===== src/core/lcr_pkg.sv =====
package lcr_pkg;

  localparam int ADDR_W = 8;
  localparam int DATA_W = 8;

  // Register offsets
  localparam logic [7:0] OFS_OUTA_IDLE = 8'h2B;
  localparam logic [7:0] OFS_IN_EQ = 8'h2C;
  localparam logic [7:0] OFS_OUTA_SWING1 = 8'h2D;
  localparam logic [7:0] OFS_OUTA_SWING2 = 8'h2E;
  localparam logic [7:0] OFS_IN_IDLE_THR = 8'h2F;
  localparam logic [7:0] OFS_OUTB_IDLE = 8'h32;

  // Reset values
  localparam logic [7:0] RST_OUTA_IDLE = 8'h00;
  localparam logic [7:0] RST_IN_EQ = 8'h20;
  localparam logic [7:0] RST_OUTA_SWING1 = 8'h03;
  localparam logic [7:0] RST_OUTA_SWING2 = 8'h03;
  localparam logic [7:0] RST_IN_IDLE_THR = 8'h00;
  localparam logic [7:0] RST_OUTB_IDLE = 8'h00;

  // Writable bit masks, reserved bits stay zero
  localparam logic [7:0] MSK_IDLE = 8'h30;
  localparam logic [7:0] MSK_EQ = 8'h3F;
  localparam logic [7:0] MSK_SWING1 = 8'h7F;
  localparam logic [7:0] MSK_SWING2 = 8'hFF;
  localparam logic [7:0] MSK_THR = 8'h0F;

  // Field positions
  localparam int POS_IDLE_AUTO = 5;
  localparam int POS_IDLE_FORCE = 4;
  localparam int POS_EQ_EN = 5;

  // Equalizer codes
  localparam logic [5:0] EQ_BYPASS = 6'h20;
  localparam logic [5:0] EQ_LOW = 6'h2A;
  localparam logic [5:0] EQ_MID = 6'h30;
  localparam logic [5:0] EQ_MAX = 6'h3D;

  localparam int NUM_REGS = 6;

  typedef struct packed {
    logic en;
    logic [1:0] gain_stage;
    logic [2:0] boost_level;
  } lcr_eq_s;

  typedef struct packed {
    logic [3:0] swing_type;
    logic [3:0] level_ctrl;
  } lcr_swing2_s;

  typedef struct packed {
    logic [1:0] deassert_sel;
    logic [1:0] assert_sel;
  } lcr_thr_s;

  typedef struct packed {
    logic wr;
    logic rd;
    logic [7:0] addr;
    logic [7:0] wdata;
  } lcr_req_s;

endpackage


===== src/core/lcr_reg_cell.sv =====
`timescale 1ns/1ps
module lcr_reg_cell
  import lcr_pkg::*;
#(
  parameter logic [7:0] RST_VAL = 8'h00,
  parameter logic [7:0] WR_MASK = 8'hFF
)(
  // Clock and reset
  input wire logic clk_sys,
  input wire logic rst_n,
  // Write port
  input wire logic we,
  input wire logic [7:0] wdata,
  // Stored value
  output logic [7:0] value_q
);

  logic [7:0] value_d;

  // Reserved bits masked off
  assign value_d = we ? (wdata & WR_MASK) : value_q;

  always_ff @(posedge clk_sys)
  begin
    if (!rst_n)
      value_q <= RST_VAL;
    else
      value_q <= value_d;
  end

endmodule


===== src/core/lcr_regs.sv =====
`timescale 1ns/1ps
module lcr_regs
  import lcr_pkg::*;
(
  // Clock and reset
  input wire logic clk_sys,
  input wire logic rst_n,
  // Management access
  input wire lcr_req_s req,
  output logic [7:0] rdata_q,
  output logic rvalid_q,
  output logic hit_q,
  // Equalizer controls
  output lcr_eq_s eq_ctrl_q,
  output logic eq_boost_active_q,
  output logic [4:0] eq_level_q,
  // Output A and B drive
  output logic [6:0] swing_primary_q,
  output lcr_swing2_s swing_secondary_q,
  output logic outa_mute_q,
  output logic outa_auto_idle_q,
  output logic outa_signal_detect_en_q,
  output logic outb_mute_q,
  output logic outb_auto_idle_q,
  // Idle thresholds
  output lcr_thr_s idle_thr_q
);

  logic [7:0] reg_q [NUM_REGS];
  logic [NUM_REGS-1:0] sel;
  logic [7:0] rd_mux;
  logic any_hit;

  localparam logic [7:0] OFS [NUM_REGS] = '{OFS_OUTA_IDLE, OFS_IN_EQ,
    OFS_OUTA_SWING1, OFS_OUTA_SWING2, OFS_IN_IDLE_THR, OFS_OUTB_IDLE};
  localparam logic [7:0] RSTV [NUM_REGS] = '{RST_OUTA_IDLE, RST_IN_EQ,
    RST_OUTA_SWING1, RST_OUTA_SWING2, RST_IN_IDLE_THR, RST_OUTB_IDLE};
  localparam logic [7:0] MSKV [NUM_REGS] = '{MSK_IDLE, MSK_EQ,
    MSK_SWING1, MSK_SWING2, MSK_THR, MSK_IDLE};

  // Boost ranking of a known equalizer code, 0 for bypass/unknown
  function automatic logic [4:0] eq_rank(input logic [5:0] c);
    unique case (c)
      6'h2A: eq_rank = 5'h01;
      6'h30: eq_rank = 5'h02;
      6'h32: eq_rank = 5'h03;
      6'h39: eq_rank = 5'h04;
      6'h35: eq_rank = 5'h05;
      6'h37: eq_rank = 5'h06;
      6'h3B: eq_rank = 5'h07;
      6'h3D: eq_rank = 5'h08;
      default: eq_rank = 5'h00;
    endcase
  endfunction

  // Register cells
  genvar gi;
  generate
    for (gi = 0; gi < NUM_REGS; gi++)
    begin : g_reg
      assign sel[gi] = (req.addr == OFS[gi]);
      lcr_reg_cell #(.RST_VAL(RSTV[gi]), .WR_MASK(MSKV[gi])) u_cell (
        .clk_sys(clk_sys),
        .rst_n(rst_n),
        .we(req.wr && sel[gi]),
        .wdata(req.wdata),
        .value_q(reg_q[gi])
      );
    end
  endgenerate

  assign any_hit = |sel;

  always_comb
  begin
    rd_mux = 8'h00;
    for (int i = 0; i < NUM_REGS; i++)
      if (sel[i])
        rd_mux = reg_q[i];
  end

  wire [5:0] eq_f = reg_q[1][5:0];
  wire [6:0] sw1_f = reg_q[2][6:0];
  wire [7:0] sw2_f = reg_q[3];
  wire [3:0] thr_f = reg_q[4][3:0];
  wire a_auto = reg_q[0][POS_IDLE_AUTO];
  wire a_force = reg_q[0][POS_IDLE_FORCE];
  wire b_auto = reg_q[5][POS_IDLE_AUTO];
  wire b_force = reg_q[5][POS_IDLE_FORCE];

  always_ff @(posedge clk_sys)
  begin
    if (!rst_n)
    begin
      rdata_q <= 8'h00;
      rvalid_q <= 1'b0;
      hit_q <= 1'b0;
      eq_ctrl_q <= lcr_eq_s'(RST_IN_EQ[5:0]);
      eq_boost_active_q <= 1'b0;
      eq_level_q <= 5'h00;
      swing_primary_q <= RST_OUTA_SWING1[6:0];
      swing_secondary_q <= lcr_swing2_s'(RST_OUTA_SWING2);
      outa_mute_q <= 1'b0;
      outa_auto_idle_q <= 1'b0;
      outa_signal_detect_en_q <= 1'b0;
      outb_mute_q <= 1'b0;
      outb_auto_idle_q <= 1'b0;
      idle_thr_q <= lcr_thr_s'(RST_IN_IDLE_THR[3:0]);
    end
    else
    begin
      rdata_q <= req.rd ? rd_mux : rdata_q;
      rvalid_q <= req.rd;
      hit_q <= req.rd ? any_hit : hit_q;
      eq_ctrl_q <= lcr_eq_s'(eq_f);
      eq_boost_active_q <= eq_f[POS_EQ_EN] && (eq_f != EQ_BYPASS);
      eq_level_q <= eq_rank(eq_f);
      swing_primary_q <= sw1_f;
      swing_secondary_q <= lcr_swing2_s'(sw2_f);
      outa_mute_q <= !a_auto && a_force;
      outa_auto_idle_q <= a_auto;
      outa_signal_detect_en_q <= a_auto || a_force;
      outb_mute_q <= !b_auto && b_force;
      outb_auto_idle_q <= b_auto;
      idle_thr_q <= lcr_thr_s'(thr_f);
    end
  end

  // Assertions
  a_mute_follows_force: assert property (@(posedge clk_sys)
    disable iff (!rst_n)
    req.wr && req.addr == OFS_OUTA_IDLE && req.wdata[5:4] == 2'b01
    |=> ##1 outa_mute_q) else $error("mute not set by force");
  a_sd_disabled: assert property (@(posedge clk_sys)
    disable iff (!rst_n)
    req.wr && req.addr == OFS_OUTA_IDLE && req.wdata[5:4] == 2'b00
    |=> ##1 !outa_signal_detect_en_q && !outa_mute_q)
    else $error("output A not active with detect off");
  a_idle_reset: assert property (@(posedge clk_sys)
    !rst_n |=> rst_n |-> !outa_mute_q && !outb_mute_q)
    else $error("mute set after reset");
  a_auto_blocks_force: assert property (@(posedge clk_sys)
    disable iff (!rst_n)
    req.wr && req.addr == OFS_OUTA_IDLE && req.wdata[5]
    |=> ##1 !outa_mute_q && outa_auto_idle_q)
    else $error("auto idle not overriding");
  a_outb_force_mute: assert property (@(posedge clk_sys)
    disable iff (!rst_n)
    req.wr && req.addr == OFS_OUTB_IDLE && req.wdata[5:4] == 2'b01
    |=> ##1 outb_mute_q && !outb_auto_idle_q)
    else $error("output B mute not set");
  a_eq_field_map: assert property (@(posedge clk_sys)
    disable iff (!rst_n)
    req.wr && req.addr == OFS_IN_EQ
    |=> ##1 eq_ctrl_q == lcr_eq_s'($past(req.wdata[5:0], 2)))
    else $error("eq field mismatch");
  a_eq_reset_val: assert property (@(posedge clk_sys)
    !rst_n |=> rst_n |-> eq_ctrl_q == lcr_eq_s'(EQ_BYPASS))
    else $error("eq reset not bypass");
  a_eq_bypass_flat: assert property (@(posedge clk_sys)
    disable iff (!rst_n)
    req.wr && req.addr == OFS_IN_EQ && req.wdata[5:0] == EQ_BYPASS
    |=> ##1 !eq_boost_active_q && eq_level_q == 5'h00)
    else $error("bypass shows boost");
  a_eq_max_rank: assert property (@(posedge clk_sys)
    disable iff (!rst_n)
    req.wr && req.addr == OFS_IN_EQ && req.wdata[5:0] == EQ_MAX
    |=> ##1 eq_level_q == 5'h08) else $error("max boost rank wrong");
  a_eq_low_rank: assert property (@(posedge clk_sys)
    disable iff (!rst_n)
    req.wr && req.addr == OFS_IN_EQ && req.wdata[5:0] == EQ_LOW
    |=> ##1 eq_level_q == 5'h01 && eq_boost_active_q)
    else $error("low boost rank wrong");
  a_eq_mid_rank: assert property (@(posedge clk_sys)
    disable iff (!rst_n)
    req.wr && req.addr == OFS_IN_EQ && req.wdata[5:0] == EQ_MID
    |=> ##1 eq_level_q == 5'h02 && eq_boost_active_q)
    else $error("mid boost rank wrong");
  a_swing1_width: assert property (@(posedge clk_sys)
    disable iff (!rst_n)
    req.wr && req.addr == OFS_OUTA_SWING1
    |=> ##1 swing_primary_q == $past(req.wdata[6:0], 2))
    else $error("primary swing mismatch");
  a_swing2_full: assert property (@(posedge clk_sys)
    disable iff (!rst_n)
    req.wr && req.addr == OFS_OUTA_SWING2
    |=> ##1 swing_secondary_q == lcr_swing2_s'($past(req.wdata, 2)))
    else $error("secondary swing mismatch");
  a_swing_reset: assert property (@(posedge clk_sys)
    !rst_n |=> rst_n |-> swing_primary_q == RST_OUTA_SWING1[6:0]
    && swing_secondary_q == lcr_swing2_s'(RST_OUTA_SWING2))
    else $error("swing reset wrong");
  a_thr_split: assert property (@(posedge clk_sys)
    disable iff (!rst_n)
    req.wr && req.addr == OFS_IN_IDLE_THR
    |=> ##1 idle_thr_q.deassert_sel == $past(req.wdata[3:2], 2))
    else $error("threshold split wrong");
  a_thr_assert_sel: assert property (@(posedge clk_sys)
    disable iff (!rst_n)
    req.wr && req.addr == OFS_IN_IDLE_THR
    |=> ##1 idle_thr_q.assert_sel == $past(req.wdata[1:0], 2))
    else $error("assert threshold wrong");
  a_thr_reset: assert property (@(posedge clk_sys)
    !rst_n |=> rst_n |-> idle_thr_q == 4'h0)
    else $error("threshold reset not zero");
  a_readback: assert property (@(posedge clk_sys)
    disable iff (!rst_n)
    req.wr && req.addr == OFS_OUTA_SWING2 ##1 req.rd
    && req.addr == OFS_OUTA_SWING2 && !req.wr
    |=> rdata_q == $past(req.wdata, 2))
    else $error("readback mismatch");
  a_rvalid_pulse: assert property (@(posedge clk_sys)
    disable iff (!rst_n)
    req.rd |=> rvalid_q) else $error("read valid missing");
  a_rvalid_drop: assert property (@(posedge clk_sys)
    disable iff (!rst_n)
    !req.rd |=> !rvalid_q) else $error("read valid without read");
  a_rdata_hold: assert property (@(posedge clk_sys)
    disable iff (!rst_n)
    !req.rd |=> $stable(rdata_q)) else $error("read data not held");
  a_unmapped_read: assert property (@(posedge clk_sys)
    disable iff (!rst_n)
    req.rd && (req.addr < OFS_OUTA_IDLE || req.addr > OFS_OUTB_IDLE)
    |=> !hit_q && rdata_q == 8'h00)
    else $error("unmapped read not empty");
  a_mapped_hit: assert property (@(posedge clk_sys)
    disable iff (!rst_n)
    req.rd && req.addr == OFS_IN_EQ |=> hit_q)
    else $error("mapped read without hit");

endmodule


===== config.mk =====
export PLATFORM = sky130hd
export DESIGN_NAME = lcr_regs
export DESIGN_NICKNAME = d
export VERILOG_FILES = /design/src/core/lcr_pkg.sv /design/src/core/lcr_reg_cell.sv /design/src/core/lcr_regs.sv
export SDC_FILE = /design/constraint.sdc
export NUM_CORES = 1
export LEC_CHECK = 0
export BUFFER_PORTS_ARGS = -buffer_cell sky130_fd_sc_hd__buf_2
export CAP_MARGIN = 20
export CORE_ASPECT_RATIO = 0.5
export CORE_MARGIN = 2
export CORE_UTILIZATION = 45
export CTS_CLUSTER_SIZE = 16
export DETAILED_ROUTE_END_ITERATION = 16
export PLACE_DENSITY = 0.66
export REMOVE_ABC_BUFFERS = 1
export SLEW_MARGIN = 20
export SYNTH_ARGS = -nofsm -noshare
export SYNTH_HDL_FRONTEND = slang
export SYNTH_SLANG_ARGS = --single-unit

===== constraint.sdc =====
create_clock -name clk_sys -period 2.75 [get_ports clk_sys]
set_input_delay 0.275 -clock clk_sys [delete_from_list [all_inputs] [get_ports clk_sys]]
set_output_delay 0.275 -clock clk_sys [all_outputs]
set_load 0.005 [all_outputs]

==> results of run 1 <==
-- routing by layer --
layer | global-route usage (%) | up-vias | part of all wire, % | wire length [um]
met5 | 0 | - | 0 | 0
met4 | 8.537 | 0 | 1.6 | 96
met3 | 6.442 | 9 | 5.7 | 342
met2 | 30.95 | 55 | 46 | 2777
met1 | 24.16 | 1052 | 46 | 2763
li1 | - | 1077 | - | -
-- worst max-delay path, cell delays in order --
cell,delay [ns]
buf_2,0.11
nor3b_1,0.37
nand3_1,0.17
nor2_2,0.47
mux2_2,0.40
-- Yosys cell counts, types with 2 or more instances --
| master | number |
|---|---|
| dfxtp_1 | 74 |
| nand2_1 | 47 |
| o21ai_0 | 18 |
| inv_1 | 17 |
| mux2i_1 | 14 |
| and2_1 | 13 |
| clkbuf_1 | 12 |
| nand2b_1 | 11 |
| nor2_1 | 10 |
| mux2_2 | 6 |
| a21oi_1 | 5 |
| nand3b_1 | 5 |
| nor2b_1 | 5 |
| nand4_1 | 4 |
| nor3_1 | 4 |
| a21boi_0 | 3 |
| a31oi_1 | 3 |
| nand4b_1 | 3 |
| o21a_1 | 3 |
| o22ai_1 | 3 |
| o31ai_1 | 3 |
| nand3_1 | 2 |
| nor4_1 | 2 |
| or4_4 | 2 |
-- final timing paths --
| check | slack, ns | startpoint | endpoint |
|---|---|---|---|
| setup / recovery | 1.18 | req[15] | g_reg[3].u_cell.value_q[1]$_SDFFE_PN1P_ |
| hold / removal | 0.21 | req[7] | g_reg[3].u_cell.value_q[7]$_SDFFE_PN0P_ |
| setup reg to reg | 1.29 | g_reg[1].u_cell.value_q[2]$_SDFFE_PN0P_ | eq_level_q[0]$_SDFF_PN0_ |
| hold reg to reg | 0.46 | g_reg[2].u_cell.value_q[1]$_SDFFE_PN1P_ | swing_primary_q[1]$_SDFF_PN1_ |
-- final cells by class --
class | instances | share of cell area [%]
clock buffer | 10 | 7.051
tap | 73 | 2.695
multi-input combinational | 179 | 32.37
sequential | 74 | 43.71
inverter | 17 | 1.883
timing repair buffer | 65 | 9.671
clock inverter | 6 | 2.621
-- registers in the layout, summed over array words and instances, names as in the netlist, 4 cells and up --
signal,cells
swing_secondary_q,8
swing_primary_q,7
rdata_q,8
g.u_cell.value_q,29
eq_ctrl_q,6
idle_thr_q,4
eq_level_q,4
-- cell families after synthesis --
kind of cell	share of synthesized area [%]
simple gates	22.27
flops	54.36
compound gates	9.091
buf+inv	5.372
mux	8.448
xor+xnor	0.3215
other cells	0.1376
-- power breakdown --
group / internal [mW] / switching [mW]
Sequential: 1.07 / 0.00100
Combinational: 0.0288 / 0.0506
Clock: 0.820 / 0.438
Total: 1.92 / 0.490
-- through the flow --
| stage | area [sq um] | hold WS, ns | instances | util (%) |
|---|---|---|---|---|
| 2_1_floorplan | 2643 | 0.3439 | 270 | - |
| 3_3_place_gp | 3062 | 0.4366 | 408 | 54.11 |
| 3_5_place_dp | 3062 | 0.4419 | 408 | 54.11 |
| 4_1_cts | 3390 | 0.1989 | 424 | 59.91 |
| 5_1_grt | 3390 | 0.2111 | 424 | 59.91 |
| 6_report | 3390 | 0.2076 | 424 | 59.91 |
==> summary.txt, run 1 <==
Floorplan
  – Die Area: a little under 7000 sq um
  – Die W: between 100 and 150 um
  – Io pins: 66
  – Core Area: between 5000 and 6000 sq um
  – Row cnt: 19
  – Starting Density: 48.16%
  – Chip Height: 59.03 um

Critical path
  – CP Max Fanout: 8
  – Worst path arrival time: about 1.8 ns
  – CP startpoint kind: input port
  – Crit. End Element: flop
  – Setup CP Type: input port to flop
  – Worst R2R Path Depth: 4
  – WP data required: 2.96 ns

Status
  – Status: completed

Route
  – Routed WL per cell: 14.10 um
  – DRT antenna net count: 0
  – First drt pass iteration count: 4
  – Total Wirelength: 5979 um
  – Via Count: approximately 2200
  – Initial detailed-routing violation count: between 50 and 60
  – Drt via density: 5.172
  – Post-route DRC: 0

Pwr
  – Leakage power: ~1.5 nW
  – Peak supply drop: 0.3818 mV
  – Pwr/cell area: around 700 nW/um^2
  – Power Total: between 2 and 2.5 mW

Logic synthesis
  – Syn Std Cell Area: ~2700 sq um
  – Top cells by area, synth: dfxtp_1 (54%), nand2_1 (6.5%), mux2i_1 (5.1%)
  – Top FF cell, synth: dfxtp_1
  – Gate Count Post-Synth: between 200 and 300
  – Yosys reg bits: 74
  – Sequential cell area fraction in the yosys report: between 50% and 60%
  – Mapped Avg Cell Area: around 9.5 sq um
  – Post-synthesis cell type count: 41
  – Yosys top cell area share: 54.36%
  – Number of synthesized flops with an enable pin: 0
  – Synth area leader: dfxtp_1
  – Ys async rst share: 0%
  – Ys Warns: 0

Timing
  – Hold Fails Final Rpt: 0
  – Worst Skew: ~0.005 ns
  – Min Tclk post-route: 1.575 ns
  – Setup TNS: 0 ns
  – Worst Tran Pin Value: 0.6603 ns
  – Unrepaired setup endpoints after global routing: no
  – Fmax: 635.0 MHz
  – Final setup viols: 0
  – Max Slew Vio Count: 0
  – Period utilization: 57.26%
  – Final worst slack: between 1 and 1.5 ns
  – Rel. slew slack: ~56%

Layout
  – Antenna cells: 0
  – Nets: approximately 370
  – Area occupied by multi-input gates: around 1100 sq um
  – Synthesis-to-finish area growth: 24.38%
  – Filler cells: 520
  – Commonest non-fill, non-tap cell in the layout: dfxtp_1
  – Most frequent cells in the layout: dfxtp_1 (74), buf_2 (64), nand2_1 (47)
  – Reg area: about 1500 sq um
  – Layout cells sized above 1: between 20% and 30%

Clock tree
  – TritonCTS buffer count: 9
  – CTS Hold Buffers Added: 0
  – Clock-pin slew on the worst setup and hold paths: around 0.060 ns
  – Skew-Pair Late Insertion Delay: 0.33 ns
  – CTS tree: done
  – Post-CTS Setup Repair Bufs: 0
  – CTS H-tree lvls: 3
  – CTS max path bufs: 2
  – CTS resizes: 0
  – Clock Sinks: 74
  – Root Buffer: clkbuf_16

GRT
  – Initial antenna violation count: 0
  – Largest net degree at the start of global routing: 33
  – Tot GR Track Use: between 10% and 20%
  – Vias in the first global route: between 2000 and 2500
  – Global-route wire length before repair: approximately 9700 um
  – GRT Residual Overflow: 0

Hold path
  – Hold path depth: 3
  – Hold Crit Class: input port to flop

Place
  – Detailed placement HPWL: between 4000 and 5000 um
  – Routability Congestion: slightly below 0.8
  – IO Port Bufs: 64
  – Pre-CTS setup slack: approximately 0.83 ns

Run
  – Max capacitance violation total: 0
Power figures use the tool's default switching activity.
==> inputs of run 2 (changes only) <==
- clock period: 2.75 -> 1.5 ns (I/O delays scaled with it)
==> run 2 against run 1 <==
Total power grew 75%. Routed wire length grew 2.8%. Non-clock buffer count grew 18. Critical path type is now flop to flop. Largest power group unchanged.
==> summary.txt, run 2 (synthesized netlist as in run 1, its figures left out) <==
Timing
  – Final setup viols: 0 (unchanged)
  – Min Tclk post-route: around 1.3 ns
  – Min Hold Slack: 0.09099 ns (-0.1166 ns)
  – Hold Fails Final Rpt: 0 (unchanged)
  – Worst Skew: 0.002933 ns (-0.002083 ns)
  – Max Slew Vio Count: 0 (unchanged)
  – Fmax: roughly 740 MHz
  – Period utilization: 89.94%
  – Unrepaired setup endpoints after global routing: no

Pwr
  – Pwr/cell area: 1210 nW/um^2 (+70%)
  – Leakage power: 1.600 nW (+5.6%)
  – Switching power: 0.8652 mW (+77%)
  – Sw Share: 20.46% (+0.15 points)
  – Comb power frac: 3.8% (+0.5 points)
  – Clock network power share: 49.5% (-2.6 points)
  – Power Total: 4.228 mW (+75%)
  – Flop pwr share: 46.7% (+2.1 points)
  – Peak supply drop: 0.5609 mV (+47%)
  – Pint: 3.363 mW (+75%)

Place
  – Routability Congestion: 0.7959 (+0.70%)
  – IO Port Bufs: 64 (unchanged)
  – Dpl cells: 426 (+4.4%)
  – Detailed placement HPWL: 4574 um (+10%)

Clock tree
  – TritonCTS buffer count: 9 (unchanged)
  – CTS tree: done
  – Root Buffer: clkbuf_16
  – CTS Hold Buffers Added: 0 (unchanged)
  – CTS resizes: 0 (unchanged)
  – Clock Sinks: 74 (unchanged)
  – CTS max path bufs: 2 (unchanged)
  – CTS H-tree lvls: 3 (unchanged)
  – Clock-pin slew on the worst setup and hold paths: 0.05 ns (about the same)
  – Post-CTS Setup Repair Bufs: 0 (unchanged)
  – Skew-Pair Late Insertion Delay: 0.32 ns (about the same)

Layout
  – Commonest non-fill, non-tap cell in the layout: dfxtp_1
  – Top Registers: g.u_cell.value_q: 29 flops, rdata_q: 8 flops, swing_secondary_q: 8 flops
  – Most frequent cells in the layout: dfxtp_1 (74), buf_2 (64), nand2_1 (47)
  – Filler cells: 497 (-4.4%)
  – Layout Cells excl Fill: 442 (+4.2%)
  – Antenna cells: 0 (unchanged)
  – Largest register by flop count: g.u_cell.value_q
  – Layout cells sized above 1: 29.81% (+3.3 points)
  – Final core utilization: 61.74% (+1.8 points)
  – Nets: 384 (+4.9%)
  – Largest register FFs: 29 (unchanged)
  – Synthesis-to-finish area growth: 28.19%

Status
  – Status: completed

GRT
  – Global-route wire length before repair: 10240 um (+5.5%)
  – Largest net degree at the start of global routing: 23 (-30%)
  – GRT Residual Overflow: 0 (unchanged)
  – Vias in the first global route: 2203 (+7.9%)
  – Initial antenna violation count: 0 (unchanged)
  – Tot GR Track Use: 20.09% (+0.81 points)

Floorplan
  – Core Area: 5658 sq um (unchanged)
  – Starting Density: 48.16% (unchanged)
  – Io pins: 66 (unchanged)
  – Chip Height: 59.03 um (unchanged)
  – Die Area: 6732 sq um (unchanged)
  – Row cnt: 19 (unchanged)
  – Die W: 114.1 um (unchanged)

Critical path
  – CP Max Fanout: 8 (unchanged)
  – Crit. End Element: flop
  – Setup CP Type: flop to flop
  – Worst path arrival time: 1.61 ns (-0.18 ns)
  – CP startpoint kind: flop
  – WP data required: 1.76 ns (-1.20 ns)

Hold path
  – Hold Crit Class: input port to flop

Route
  – Via Count: 2248 (+2.5%)
  – DRT antenna net count: 0 (unchanged)
  – Total Wirelength: 6148 um (+2.8%)
  – Drt via density: 5.086 (-1.7%)
  – Post-route DRC: 0 (unchanged)
  – First drt pass iteration count: 4 (unchanged)
  – Initial detailed-routing violation count: 80 (+54%)
  – Routed WL per cell: 13.91 um (-1.4%)

Run
  – Max capacitance violation total: 0 (unchanged)
[run 2: cell count changes in the layout (fill, tap and decap cells not counted), sizes merged]
cell	previous run	this run
buf	65	83
clkinv	1	4
clkinvlp	2	0
bufinv	2	1
clkbuf	10	11
inv	18	17
[run 2: worst paths after layout]
| check | endpoint | slack (ns) | start | depth (start not counted) |
|---|---|---|---|---|
| min reg2reg | swing_secondary_q[5]$_SDFF_PN0_ | 0.46 | g_reg[3].u_cell.value_q[5]$_SDFFE_PN0P_ | 2 |
| min | g_reg[3].u_cell.value_q[6]$_SDFFE_PN0P_ | 0.09 | req[6] | 3 |
| max | eq_level_q[0]$_SDFF_PN0_ | 0.15 | g_reg[1].u_cell.value_q[1]$_SDFFE_PN0P_ | 4 |
| max reg2reg | eq_level_q[0]$_SDFF_PN0_ | 0.15 | g_reg[1].u_cell.value_q[1]$_SDFFE_PN0P_ | 4 |
[run 2: final cells by class]
| class | count | area, sq um | area share (%) |
|---|---|---|---|
| clock buffers | 11 | 242.7 | 6.948 |
| clock inverters | 5 | 53.80 | 1.540 |
| inverters | 17 | 63.81 | 1.827 |
| multi-input cells | 179 | 1097 | 31.41 |
| flip-flops and latches | 74 | 1481 | 42.41 |
| repair buffers | 83 | 462.9 | 13.25 |
| well taps | 73 | 91.34 | 2.615 |
[run 2: layer usage]
layer | vias up | wire (um) | GRT usage, %
met3 | 7 | 312 | 6.339
li1 | 1117 | - | -
met2 | 56 | 3001 | 33.84
met5 | - | 0 | 0
met1 | 1068 | 2772 | 24.48
met4 | 0 | 61 | 8.188
[run 2: stage by stage]
step	setup WS (ns)	TNS, ns	cell area (sq um)
global route	0.04360	0	3493
detailed placement	-0.1620	-1.860	3197
CTS	0.1565	0	3493
finish	0.1508	0	3493
floorplan	-0.02688	-0.04052	2643
global placement	-0.1364	-1.699	3197
[run 2: power by group through the flow]
stage,Clock (mW),Combinational [mW],Sequential (mW)
after floorplan,0,0.0568,2.02
after global placement,0,0.159,2.02
after detailed placement,0,0.162,2.02
after CTS,2.15,0.163,1.97
after global routing,2.25,0.181,1.97
final,2.09,0.163,1.97
[run 2: critical path: stages, from the launching register on]
cell and delay, ns:
dfxtp_1 0.38, or3b_2 0.48, a21boi_0 0.17, o21ai_0 0.10, a21oi_1 0.15
==> inputs of run 3 (changes only) <==
- clock period: 1.5 -> 1.25 ns (I/O delays scaled with it)
==> run 3 against run 2 <==
Non-clock buffer count is 10 higher. Clock-buffer cell count is 1 higher. Global-route usage is 0.12 points lower. Clock skew is 0.0012 ns higher. Flip-flop and latch count stayed put. Highest routed layer unchanged. Via count is 1.4% higher. Final area is 4.2% higher. Critical endpoint is now g_reg[2].u_cell.value_q[5]$_SDFFE_PN0P_. Sequential share of layout area is 1.7 points lower.
==> summary.txt, run 3 (synthesized netlist as in run 1, its figures left out) <==
Clock tree
  – CTS H-tree lvls: 3 (unchanged)
  – CTS tree: done
  – Skew-Pair Late Insertion Delay: 0.33 ns (about the same)
  – Clock-pin slew on the worst setup and hold paths: 0.05 ns (about the same)
  – CTS Hold Buffers Added: 0 (unchanged)
  – Root Buffer: clkbuf_16
  – Clock Sinks: 74 (unchanged)
  – CTS max path bufs: 2 (unchanged)
  – Post-CTS Setup Repair Bufs: 0 (unchanged)
  – TritonCTS buffer count: 9 (unchanged)

Timing
  – Max Slew Vio Count: 0 (unchanged)
  – Final setup viols: 0 (unchanged)
  – Min Tclk post-route: around 1.2 ns
  – Fmax: 842.5 MHz
  – Period utilization: 94.95%
  – Rel. slew slack: just over 60%
  – Min Hold Slack: 0.05231 ns (-0.03868 ns)
  – Worst Skew: 0.004109 ns (+0.001176 ns)
  – Hold Fails Final Rpt: 0 (unchanged)
  – Unrepaired setup endpoints after global routing: no
  – Final worst slack: 0.06311 ns (-0.08774 ns)
  – Setup TNS: 0 ns (unchanged)
  – Worst Tran Pin Value: roughly 0.56 ns

Critical path
  – Flop-to-flop setup slack: 0.07 ns (-0.08 ns)
  – Worst path arrival time: 1.40 ns (-0.21 ns)
  – CP Max Fanout: 8 (unchanged)
  – Setup CP Type: input port to flop
  – Crit. End Element: flop
  – Critical path's slowest cell: or4_4
  – CP top delay family: simple AND/OR/NAND/NOR gates
  – Crit path buffers/inverters: 2 (+2)
  – CP cell instances: buf_2, or3b_4, or4_4, buf_4, nand2_1, o21ai_0
  – CP startpoint kind: input port
  – Worst R2R End: eq_level_q[0]$_SDFF_PN0_
  – Largest stage delay on the critical path: 0.47 ns (about the same)
  – Reg-to-reg startpoint: g_reg[1].u_cell.value_q[2]$_SDFFE_PN0P_
  – WP data required: 1.47 ns (-0.29 ns)
  – Worst R2R Path Depth: 4 (unchanged)

Route
  – Drt via density: 5.044 (-0.82%)
  – Routed WL per cell: 14.12 um (+1.5%)
  – Initial detailed-routing violation count: 66 (-18%)
  – Total Wirelength: 6381 um (+3.8%)
  – First drt pass iteration count: 4 (unchanged)
  – Post-route DRC: 0 (unchanged)
  – DRT antenna net count: 0 (unchanged)
  – Via Count: 2280 (+1.4%)

Run
  – Max capacitance violation total: 0 (unchanged)

GRT
  – Global-route wire length before repair: 10140 um (-1.0%)
  – Initial antenna violation count: 0 (unchanged)
  – Largest net degree at the start of global routing: 51 (+120%)
  – Vias in the first global route: 2154 (-2.2%)
  – GRT Residual Overflow: 0 (unchanged)
  – Tot GR Track Use: 19.96% (-0.12 points)

Layout
  – Layout cells sized above 1: 32.45% (+2.6 points)
  – Commonest non-fill, non-tap cell in the layout: dfxtp_1
  – Top Registers: g.u_cell.value_q: 29 flops, rdata_q: 8 flops, swing_secondary_q: 8 flops
  – Nets: 394 (+2.6%)
  – Largest register FFs: 29 (unchanged)
  – Antenna cells: 0 (unchanged)
  – Synthesis-to-finish area growth: 33.52%
  – Most frequent cells in the layout: dfxtp_1 (74), buf_2 (64), nand2_1 (46)
  – Layout Cells excl Fill: 452 (+2.3%)
  – Largest register by flop count: g.u_cell.value_q

Place
  – Detailed placement HPWL: 4616 um (+0.93%)
  – IO Port Bufs: 64 (unchanged)
  – Routability Congestion: 0.8021 (+0.78%)
  – Pre-CTS setup slack: -0.3826 ns (-0.2207 ns)
  – Dpl cells: 436 (+2.3%)

Pwr
  – Peak supply drop: 0.7172 mV (+28%)
  – Flop pwr share: 44.2% (-2.5 points)
  – Power Total: 5.351 mW (+27%)
  – Pint: 4.269 mW (+27%)
  – Sw Share: 20.22% (-0.24 points)
  – Switching power: 1.082 mW (+25%)
  – Leakage power: 1.673 nW (+4.6%)
  – Clock network power share: 51.6% (+2.1 points)
  – Pwr/cell area: 1471 nW/um^2 (+22%)
  – Comb power frac: 4.2% (+0.4 points)

Floorplan
  – Die W: 114.1 um (unchanged)
  – Chip Height: 59.03 um (unchanged)
  – Core Area: 5658 sq um (unchanged)
  – Row cnt: 19 (unchanged)
  – Io pins: 66 (unchanged)
  – Die Area: 6732 sq um (unchanged)
  – Starting Density: 48.16% (unchanged)

Status
  – Status: completed

Hold path
  – Hold_sp: req[7]
  – Hold Crit Class: input port to flop
  – Hold path depth: 3 (unchanged)
  – Hold Crit Endpoint: g_reg[3].u_cell.value_q[7]$_SDFFE_PN0P_
-- run 3: power by group through the flow --
stage	clock (mW)	combinational, mW	sequential, mW
after floorplan	0	0.0681	2.42
after global placement	0	0.214	2.42
after detailed placement	0	0.217	2.42
after CTS	2.79	0.220	2.37
after global routing	2.92	0.243	2.37
final	2.76	0.224	2.37
-- run 3: worst register-to-register path: cells and delay by family, from the launching register on --
family	cells	cell delay, ns
simple gates	2	0.51
compound gates	1	0.14
flops	1	0.31
buf+inv	1	0.16
-- run 3: what timing repair did --
item / in CTS / in global routing
gates resized for setup: 3 / 6
pin swaps: 2 / 3
setup endpoints to repair: 10 / 6
-- run 3: per-layer routing --
layer / global-route usage, % / share of wire [%] / vias to the layer above
li1: - / - / 1136
met1: 25.27 / 48 / 1091
met2: 32.57 / 47 / 47
met3: 7.566 / 4.8 / 6
met4: 5.575 / 0.77 / 0
met5: 0 / 0 / -
-- run 3: per-stage QoR --
| stage | util, % | instance area (sq um) |
|---|---|---|
| after floorplan | - | 2643 |
| after global placement | 58.05 | 3284 |
| after detailed placement | 58.05 | 3284 |
| after CTS | 63.89 | 3615 |
| after global routing | 64.31 | 3638 |
| final | 64.31 | 3638 |
-- run 3: layout make-up --
type | instances | area (sq um)
fillers | 483 | 2019
multi-input cells | 179 | 1127
clock buffers | 12 | 246.5
clock inverters | 4 | 73.82
flip-flops and latches | 74 | 1481
well taps | 73 | 91.34
repair buffers | 93 | 554.3
inverters | 17 | 63.81
-- run 3: worst max-delay path by stage --
stage                                                  from                                       to  slack, ns  cells past startpoint
floorplan                                           req[15]  g_reg[2].u_cell.value_q[0]$_SDFFE_PN1P_      -0.25                      3
global placement                                    req[15]  g_reg[2].u_cell.value_q[5]$_SDFFE_PN0P_      -0.36                      6
detailed placement                                  req[15]  g_reg[2].u_cell.value_q[5]$_SDFFE_PN0P_      -0.38                      6
CTS                 g_reg[1].u_cell.value_q[2]$_SDFFE_PN0P_                 eq_level_q[0]$_SDFF_PN0_       0.02                      4
global route        g_reg[1].u_cell.value_q[2]$_SDFFE_PN0P_                 eq_level_q[0]$_SDFF_PN0_      0.009                      4
finish                                              req[15]  g_reg[2].u_cell.value_q[5]$_SDFFE_PN0P_       0.06                      6
